## config.mk

```make
export PLATFORM = sky130hd
export DESIGN_NAME = pcr_top
export DESIGN_NICKNAME = d
export VERILOG_FILES = /design/src/common/pcr_pkg.sv /design/src/core/pcr_sync2.sv /design/src/core/pcr_thr_decode.sv /design/src/core/pcr_top.sv
export SDC_FILE = /design/constraint.sdc
export NUM_CORES = 1
export LEC_CHECK = 0
export BUFFER_PORTS_ARGS = -buffer_cell sky130_fd_sc_hd__buf_2
export CORE_ASPECT_RATIO = 0.7
export CORE_MARGIN = 2
export CORE_UTILIZATION = 50
export CTS_BUF_LIST = sky130_fd_sc_hd__clkbuf_4
export CTS_CLUSTER_DIAMETER = 40
export CTS_CLUSTER_SIZE = 16
export DETAILED_ROUTE_END_ITERATION = 8
export PLACE_DENSITY_LB_ADDON = 0.2
export SETUP_SLACK_MARGIN = 0.02
export SYNTH_ARGS = -nofsm -noshare
export SYNTH_HDL_FRONTEND = slang
export SYNTH_SLANG_ARGS = --single-unit
```

## constraint.sdc

```tcl
create_clock -name mclk -period 2.15 [get_ports mclk]
set_input_delay 0.1075 -clock mclk [delete_from_list [all_inputs] [get_ports mclk]]
set_output_delay 0.1075 -clock mclk [all_outputs]
set_load 0.03 [all_outputs]
```

## src/common/pcr_pkg.sv

```systemverilog
package pcr_pkg;

   // ==========================================================
   // register offsets
   localparam logic [7:0] OFS_OVP = 8'h4F;
   localparam logic [7:0] OFS_UVP = 8'h50;
   localparam logic [7:0] OFS_TW = 8'h51;
   localparam logic [7:0] OFS_CLR = 8'h52;
   localparam logic [7:0] OFS_AUX = 8'h53;

   // ==========================================================
   // field positions
   localparam int BIT_CLR = 0;
   localparam int BIT_CURRENT_LIMIT_EVENT = 1;
   localparam int BIT_SRC = 2;
   localparam int BIT_ULT = 3;

   // ==========================================================
   // values after reset
   localparam logic [2:0] RST_OVP = 3'h0;
   localparam logic [2:0] RST_UVP = 3'h0;
   localparam logic [7:0] RST_TW = 8'hFF;
   localparam logic RST_CLR = 1'h0;
   localparam logic RST_ULT = 1'h0;
   localparam logic RST_SRC = 1'h0;
   localparam logic RST_CURRENT_LIMIT_EVENT = 1'h0;
   localparam logic RST_PIN = 1'h1;

   // ==========================================================
   // threshold coding and serial bus constants
   localparam logic [2:0] CODE_SPECIAL = 3'h4;
   localparam logic [8:0] STEP_MV = 9'h032;
   localparam logic [2:0] BIT_LAST = 3'h7;
   // arbitrary bus address
   localparam logic [6:0] DEV_ADDR = 7'h2A;

   // ==========================================================
   // types
   typedef enum logic [2:0] {
      ST_IDLE, ST_ADDR, ST_REG, ST_WR, ST_ACK, ST_RD, ST_RACK
   } pcr_state_t;

   typedef struct packed {
      logic [2:0] ovp_code;
      logic [2:0] uvp_code;
      logic [7:0] warn_thr;
      logic ult_en;
      logic src_bus;
      logic current_limit_trigger_select;
   } pcr_cfg_t;

   typedef struct packed {
      logic signed [8:0] offset_mv;
      logic special;
   } pcr_thr_t;

endpackage : pcr_pkg

```

## src/core/pcr_sync2.sv

```systemverilog
`timescale 1ns/100ps
module pcr_sync2 #(
   parameter logic RST_VAL = 1'b1
) (
   input wire logic mclk,
   input wire logic rst,
   input wire logic din,
   output logic dout
);

   logic meta_ff;
   logic sync_ff;

   always_ff @(posedge mclk or posedge rst)
   begin
      if (rst)
      begin
         meta_ff <= RST_VAL;
         sync_ff <= RST_VAL;
      end
      else
      begin
         meta_ff <= din;
         sync_ff <= meta_ff;
      end
   end

   assign dout = sync_ff;

endmodule : pcr_sync2

```

## src/core/pcr_thr_decode.sv

```systemverilog
`timescale 1ns/100ps
module pcr_thr_decode #(
   parameter bit INVERT = 1'b0
) (
   input wire logic mclk,
   input wire logic rst,
   input wire logic [2:0] code,
   output pcr_pkg::pcr_thr_t thr
);

   // ==========================================================
   // code to signed offset in mV
   logic [8:0] mag_mv;
   logic neg;
   logic special;
   logic [8:0] nxt_raw;
   pcr_pkg::pcr_thr_t thr_ff;

   assign mag_mv = 9'(code[1:0]) * pcr_pkg::STEP_MV;
   assign neg = code[2] ^ INVERT;
   assign special = (code == pcr_pkg::CODE_SPECIAL);
   assign nxt_raw = special ? 9'h000 : neg ? 9'(~mag_mv + 9'h001) : mag_mv;

   always_ff @(posedge mclk or posedge rst)
   begin
      if (rst)
      begin
         thr_ff <= '0;
      end
      else
      begin
         thr_ff.offset_mv <= $signed(nxt_raw);
         thr_ff.special <= special;
      end
   end

   assign thr = thr_ff;
endmodule : pcr_thr_decode

```

## src/core/pcr_top.sv

```systemverilog
`timescale 1ns/100ps
module pcr_top (
   input wire logic mclk,
   input wire logic rst,
   input wire logic scl_in,
   input wire logic sda_in,
   output logic sda_out,
   output logic sda_oe,
   input wire logic reg_lock,
   output pcr_pkg::pcr_cfg_t cfg,
   output pcr_pkg::pcr_thr_t ovp_thr,
   output pcr_pkg::pcr_thr_t uvp_thr,
   output logic ocp_status_clear
);

   // ==========================================================
   // pin synchronisers and line events
   logic scl_s;
   logic sda_s;
   logic scl_d_ff;
   logic sda_d_ff;
   logic rise;
   logic fall;
   logic start;
   logic stop;

   pcr_sync2 #(.RST_VAL(pcr_pkg::RST_PIN)) u_sync_scl (
      .mclk(mclk),
      .rst(rst),
      .din(scl_in),
      .dout(scl_s)
   );

   pcr_sync2 #(.RST_VAL(pcr_pkg::RST_PIN)) u_sync_sda (
      .mclk(mclk),
      .rst(rst),
      .din(sda_in),
      .dout(sda_s)
   );

   always_ff @(posedge mclk or posedge rst)
   begin
      if (rst)
      begin
         scl_d_ff <= pcr_pkg::RST_PIN;
         sda_d_ff <= pcr_pkg::RST_PIN;
      end
      else
      begin
         scl_d_ff <= scl_s;
         sda_d_ff <= sda_s;
      end
   end

   assign rise = ~scl_d_ff & scl_s;
   assign fall = scl_d_ff & ~scl_s;
   assign start = scl_s & scl_d_ff & sda_d_ff & ~sda_s;
   assign stop = scl_s & scl_d_ff & ~sda_d_ff & sda_s;

   // ==========================================================
   // serial slave state
   pcr_pkg::pcr_state_t st_ff;
   pcr_pkg::pcr_state_t nxt_st;
   pcr_pkg::pcr_state_t tgt_ff;
   pcr_pkg::pcr_state_t nxt_tgt;
   logic [2:0] bit_ff;
   logic [2:0] nxt_bit;
   logic [7:0] sh_ff;
   logic [7:0] nxt_sh;
   logic [7:0] ptr_ff;
   logic [7:0] nxt_ptr;
   logic full_ff;
   logic nxt_full;
   logic sda_oe_ff;
   logic nxt_oe;
   logic sda_out_ff;
   logic [7:0] rd_data;

   always_comb
   begin
      nxt_st = st_ff;
      nxt_tgt = tgt_ff;
      nxt_bit = bit_ff;
      nxt_sh = sh_ff;
      nxt_ptr = ptr_ff;
      nxt_full = full_ff;
      nxt_oe = sda_oe_ff;
      if (stop)
      begin
         nxt_st = pcr_pkg::ST_IDLE;
         nxt_oe = 1'b0;
      end
      else if (start)
      begin
         nxt_st = pcr_pkg::ST_ADDR;
         nxt_bit = 3'h0;
         nxt_full = 1'b0;
         nxt_oe = 1'b0;
      end
      else if (rise)
      begin
         case (st_ff)
            pcr_pkg::ST_ADDR, pcr_pkg::ST_REG, pcr_pkg::ST_WR:
            begin
               nxt_sh = {sh_ff[6:0], sda_s};
               nxt_bit = bit_ff + 3'h1;
               nxt_full = (bit_ff == pcr_pkg::BIT_LAST);
            end
            pcr_pkg::ST_RACK:
            begin
               // master nack ends the read
               nxt_st = sda_s ? pcr_pkg::ST_IDLE : pcr_pkg::ST_ACK;
            end
            default:
            begin
            end
         endcase
      end
      else if (fall)
      begin
         case (st_ff)
            pcr_pkg::ST_ADDR:
            begin
               if (full_ff)
               begin
                  nxt_full = 1'b0;
                  if (sh_ff[7:1] == pcr_pkg::DEV_ADDR)
                  begin
                     nxt_oe = 1'b1;
                     nxt_st = pcr_pkg::ST_ACK;
                     nxt_tgt = sh_ff[0] ? pcr_pkg::ST_RD
                                        : pcr_pkg::ST_REG;
                  end
                  else
                  begin
                     nxt_st = pcr_pkg::ST_IDLE;
                  end
               end
            end
            pcr_pkg::ST_REG:
            begin
               if (full_ff)
               begin
                  nxt_full = 1'b0;
                  nxt_ptr = sh_ff;
                  nxt_oe = 1'b1;
                  nxt_st = pcr_pkg::ST_ACK;
                  nxt_tgt = pcr_pkg::ST_WR;
               end
            end
            pcr_pkg::ST_WR:
            begin
               if (full_ff)
               begin
                  nxt_full = 1'b0;
                  nxt_ptr = ptr_ff + 8'h01;
                  nxt_oe = 1'b1;
                  nxt_st = pcr_pkg::ST_ACK;
               end
            end
            pcr_pkg::ST_ACK:
            begin
               if (tgt_ff == pcr_pkg::ST_RD)
               begin
                  nxt_sh = rd_data;
                  nxt_oe = ~rd_data[7];
                  nxt_bit = 3'h1;
                  nxt_ptr = ptr_ff + 8'h01;
                  nxt_st = pcr_pkg::ST_RD;
               end
               else
               begin
                  nxt_oe = 1'b0;
                  nxt_bit = 3'h0;
                  nxt_st = tgt_ff;
               end
            end
            pcr_pkg::ST_RD:
            begin
               if (bit_ff == 3'h0)
               begin
                  nxt_oe = 1'b0;
                  nxt_st = pcr_pkg::ST_RACK;
               end
               else
               begin
                  nxt_sh = {sh_ff[6:0], 1'b0};
                  nxt_oe = ~sh_ff[6];
                  nxt_bit = bit_ff + 3'h1;
               end
            end
            default:
            begin
            end
         endcase
      end
   end

   always_ff @(posedge mclk or posedge rst)
   begin
      if (rst)
      begin
         st_ff <= pcr_pkg::ST_IDLE;
         tgt_ff <= pcr_pkg::ST_IDLE;
         bit_ff <= 3'h0;
         sh_ff <= 8'h00;
         ptr_ff <= 8'h00;
         full_ff <= 1'b0;
         sda_oe_ff <= 1'b0;
         sda_out_ff <= 1'b0;
      end
      else
      begin
         st_ff <= nxt_st;
         tgt_ff <= nxt_tgt;
         bit_ff <= nxt_bit;
         sh_ff <= nxt_sh;
         ptr_ff <= nxt_ptr;
         full_ff <= nxt_full;
         sda_oe_ff <= nxt_oe;
         sda_out_ff <= 1'b0;
      end
   end

   // ==========================================================
   // register write decode
   logic wr_stb;
   logic wr_ovp;
   logic wr_uvp;
   logic wr_tw;
   logic wr_clr;
   logic wr_aux;
   logic clr_rise;

   assign wr_stb = fall & full_ff & (st_ff == pcr_pkg::ST_WR);
   assign wr_ovp = wr_stb & ~reg_lock & (ptr_ff == pcr_pkg::OFS_OVP);
   assign wr_uvp = wr_stb & ~reg_lock & (ptr_ff == pcr_pkg::OFS_UVP);
   assign wr_tw = wr_stb & ~reg_lock & (ptr_ff == pcr_pkg::OFS_TW);
   assign wr_aux = wr_stb & ~reg_lock & (ptr_ff == pcr_pkg::OFS_AUX);
   assign wr_clr = wr_stb & (ptr_ff == pcr_pkg::OFS_CLR);

   // ==========================================================
   // configuration registers
   pcr_pkg::pcr_cfg_t cfg_ff;
   logic clr_ff;
   logic ocp_clr_ff;

   assign clr_rise = wr_clr & sh_ff[pcr_pkg::BIT_CLR] & ~clr_ff;

   always_ff @(posedge mclk or posedge rst)
   begin
      if (rst)
      begin
         cfg_ff.ovp_code <= pcr_pkg::RST_OVP;
         cfg_ff.uvp_code <= pcr_pkg::RST_UVP;
         cfg_ff.warn_thr <= pcr_pkg::RST_TW;
         cfg_ff.ult_en <= pcr_pkg::RST_ULT;
         cfg_ff.src_bus <= pcr_pkg::RST_SRC;
         cfg_ff.current_limit_trigger_select <= pcr_pkg::RST_CURRENT_LIMIT_EVENT;
         clr_ff <= pcr_pkg::RST_CLR;
         ocp_clr_ff <= 1'b0;
      end
      else
      begin
         if (wr_ovp)
         begin
            cfg_ff.ovp_code <= sh_ff[2:0];
         end
         if (wr_uvp)
         begin
            cfg_ff.uvp_code <= sh_ff[2:0];
         end
         if (wr_tw)
         begin
            cfg_ff.warn_thr <= sh_ff;
         end
         if (wr_aux)
         begin
            cfg_ff.ult_en <= sh_ff[pcr_pkg::BIT_ULT];
            cfg_ff.src_bus <= sh_ff[pcr_pkg::BIT_SRC];
            cfg_ff.current_limit_trigger_select <= sh_ff[pcr_pkg::BIT_CURRENT_LIMIT_EVENT];
         end
         if (wr_clr)
         begin
            clr_ff <= sh_ff[pcr_pkg::BIT_CLR];
         end
         ocp_clr_ff <= clr_rise;
      end
   end

   // ==========================================================
   // read-back, reserved bits zero
   assign rd_data =
      (ptr_ff == pcr_pkg::OFS_OVP) ? {5'h00, cfg_ff.ovp_code} :
      (ptr_ff == pcr_pkg::OFS_UVP) ? {5'h00, cfg_ff.uvp_code} :
      (ptr_ff == pcr_pkg::OFS_TW) ? cfg_ff.warn_thr :
      (ptr_ff == pcr_pkg::OFS_CLR) ? {7'h00, clr_ff} :
      (ptr_ff == pcr_pkg::OFS_AUX) ?
         {4'h0, cfg_ff.ult_en, cfg_ff.src_bus, cfg_ff.current_limit_trigger_select, 1'b0} :
      8'h00;

   // ==========================================================
   // threshold decoders
   pcr_thr_decode #(.INVERT(1'b0)) u_ovp_dec (
      .mclk(mclk),
      .rst(rst),
      .code(cfg_ff.ovp_code),
      .thr(ovp_thr)
   );

   pcr_thr_decode #(.INVERT(1'b1)) u_uvp_dec (
      .mclk(mclk),
      .rst(rst),
      .code(cfg_ff.uvp_code),
      .thr(uvp_thr)
   );

   assign cfg = cfg_ff;
   assign ocp_status_clear = ocp_clr_ff;
   assign sda_oe = sda_oe_ff;
   assign sda_out = sda_out_ff;
endmodule : pcr_top

```

==> out/qor.yml <==
slew_viol_final: 0
grt_usage_pct: 22.9
row_count: 26
critPathBufInv: 0
dp_hpwl_mm: 6.15
grt_pass1_vias: 2854
whs_path_depth: 3
crit_chain: "or3b_4 > nor4b_4 > nor3b_2 > nand2_2 > mux2_2"
dieArea_sq_um: 8140
diodes: 0
muxShareOfSynthArea_pct: 7.72
nFillCells: 629
synth-compound-area-share_pct: 14.3
arrival_ps: 2460
via_count: 2959
synth-edff-count: 0
r2r_slack_ps: 70
tightest_slew_ps: 587
grt_busiest_layer: "met1"
die_w_um: 107
synth_area_per_cell_sq_um: 10.1
port_buffers: 41
ys.flop_type: "dfrtp_1"
critPathTopFamily: "simple AND/OR/NAND/NOR gates"
synth-simple-area-share_pct: 18.8
drt_iter0_markers: 144
yosysWarnings: 0
cts_sinks: 69
grt_start_max_net_pins: 44
required_ps: 2530
clk_path_buf_depth: 2
drc: 0
cts_max_level: 3
peakVddDrop_mv: 0.375
numCtsBuffers: 9
hold_class: "input port to register"
period_share_pct: 96.6
slowest_stage: "dfrtp_1"
max_stage_delay_ps: 440
grt_setup_unrepaired: "false"
routed_wl_mm: 8.54
final-seq-area_sq_um: 1740
multi_input_area_sq_um: 1870
ant_nets: 0
finalClockSkew_ps: 20.1
worstSetupPathType: "register to register"
drive_gt1_share_pct: 32.0
synth_top_family_by_area: "simple AND/OR/NAND/NOR gates"
p_per_area_nw_per_um2: 680
max_freq_mhz: 482
fin_nets: 462
synth_xor_area_share_pct: 0.472
cp-end-kind: "register"
finalHoldViolCount: 0
die_h_um: 76.1
synth-async-reset-ratio_pct: 100
slew-limit-headroom_pct: 60.8
use_met1_pct: 34.6
wl_per_cell_um: 15.8
grt_use_met3_pct: 5.73
ioPinCount: 45
start_kind: "register"
fin_hold_ws_ps: 79.5
via_per_inst: 5.49
syn_to_final_growth_pct: 19.8
grt_pass1_wl_mm: 14.5
setup_viol: 0
netlist_area_sq_um: 3710
worst-path-stages: 5
synth_adder_area_share_pct: 7.08
ys_seq_area_share_pct: 47.0
clk_pin_slew_ps: 130
cts_tree: "yes"
synthCells: 369
initial_core_util_pct: 51.2
cts-root-buf: "clkbuf_4"
antenna_found_initial: 0
ys_ff_latch: 69
crit_fanout: 8
met2_usage_pct: 32.4
status: "finished clean"
synth.distinct_cells: 57
coreArea_sq_um: 7250
grt_overflow_total: 0
ff2ff_path_depth: 5
maxCapViolCount: 0
first_pass_iters: 5
period_minus_slack_ps: 2080
p_leak_uw: 0.00210
finalPower_uw: 3030
gp_congestion: 0.941
clock_latency_ps: 450
==> tightest hold or removal path: cells and delay by family <==
family	cells	cell delay, ps
and+or+nand+nor	1	190
muxes	1	90
buffers and inverters	1	110
==> routing by layer <==
metal / vias up / share of wire (%)
met1: 1425 / 51
met5: - / 0
met4: 0 / 1.3
met2: 85 / 42
li1: 1438 / -
met3: 11 / 5.6
==> state kept, by name, indices dropped and copies added, names as in the netlist <==
| register | cells |
|---|---|
| sda_d_ff | 1 |
| u_sync_sda.meta_ff | 1 |
| u_sync_sda.dout | 1 |
| scl_d_ff | 1 |
| u_uvp_dec.thr | 9 |
| full_ff | 1 |
| u_ovp_dec.thr | 8 |
| sh_ff | 8 |
| u_sync_scl.dout | 1 |
| u_sync_scl.meta_ff | 1 |
| cfg | 17 |
| bit_ff | 3 |
| clr_ff | 1 |
| st_ff | 3 |
| ptr_ff | 8 |
| sda_oe | 1 |
| tgt_ff | 3 |
| ocp_status_clear | 1 |
==> cells by family after synthesis <==
| kind of cell | count (synthesis) |
|---|---|
| muxes | 26 |
| adders and majority gates | 21 |
| xor gates and xnor gates | 2 |
| other | 1 |
| and+or+nand+nor | 123 |
| buffers and inverters | 40 |
| AOI/OAI and AO/OA | 87 |
| DFF | 69 |
==> final timing paths <==
| kind | start | end |
|---|---|---|
| max | ptr_ff[5]$_DFFE_PP0P_ | cfg[9]$_DFFE_PP1P_ |
| min | reg_lock | cfg[14]$_DFFE_PP0P_ |
| max reg2reg | ptr_ff[5]$_DFFE_PP0P_ | cfg[9]$_DFFE_PP1P_ |
| min reg2reg | u_sync_sda.meta_ff$_DFF_PP1_ | u_sync_sda.dout$_DFF_PP1_ |
| max in group asynchronous | rst | cfg[6]$_DFFE_PP1P_ |
| min in group asynchronous | rst | ptr_ff[5]$_DFFE_PP0P_ |
==> synthesized netlist by cell type, types with 2 or more instances <==
cell	n	area (sq um)
dfrtp_1	55	1380
and2_1	3	18.8
a21oi_1	25	125
dfstp_2	14	368
nand3b_1	7	52.6
a22oi_1	4	30.0
xor2_1	2	17.5
a211oi_1	2	15.0
nand4_1	3	18.8
nand3_1	12	60.1
a41oi_1	2	17.5
or3_1	3	18.8
buf_4	5	37.5
nor4b_1	3	26.3
o41ai_1	2	17.5
nand2b_1	6	37.5
mux2_2	21	236
o211ai_1	4	30.0
nand2_1	39	146
ha_1	21	263
nor3_1	5	25.0
inv_1	21	78.8
a211o_1	3	26.3
mux2i_1	5	50.1
clkbuf_1	12	45.0
a21o_1	4	30.0
o22ai_1	4	25.0
nor2_1	15	56.3
a31oi_1	3	18.8
or3b_2	2	17.5
nor3b_1	3	22.5
nor2b_1	6	37.5
o21ai_0	27	135
and3b_1	3	26.3
==> power by group <==
part / switching (uW) / internal (uW) / leakage (uW) / total [uW]
Combinational: 358 / 258 / 0.00116 / 616
Sequential: 73.6 / 1350 / 0.000854 / 1420
Clock: 509 / 476 / 0.0000865 / 985
Total: 940 / 2090 / 0.00210 / 3030
==> cell type report <==
cell class	count	share of cell area, %
Tap cell	98	2.76
Clock inverter	7	2.22
Timing Repair Buffer	73	10.5
Sequential cell	69	39.2
Multi-Input combinational cell	262	42.1
Inverter	21	1.77
Clock buffer	9	1.52
==> per-stage QoR <==
stage | instances | setup slack, ps | cell area [sq um] | setup TNS (ps) | util [%]
final | 539 | 73.8 | 4450 | 0 | 61.3
after global placement | 517 | 61.6 | 4160 | 0 | 57.4
after floorplan | 371 | 63.6 | 3720 | 0 | -
after CTS | 536 | 14.9 | 4380 | 0 | 60.4
after global routing | 539 | 26.9 | 4450 | 0 | 61.3
after detailed placement | 517 | -26.7 | 4160 | -51.3 | 57.4
==> cell usage in the layout, fill, tap and decap left out, drive strengths merged, types with 7 or more instances in the layout <==
cell    instances
nor2           15
dfrtp          55
nand3          12
dfstp          14
mux2           21
ha             21
nand2          40
buf            70
a21oi          25
inv            22
clkbuf          9
o21ai          27
nand3b          7
==> what timing repair did <==
item / CTS / global route
gates resized for setup: 5 / 9
buffers inserted: 0 / 3
endpoints found under the hold margin: 18 / 0
setup endpoints to repair: 10 / 18
pin swaps: 0 / 1
hold buffers: 3 / 0
(Power assumes the default switching activity.)
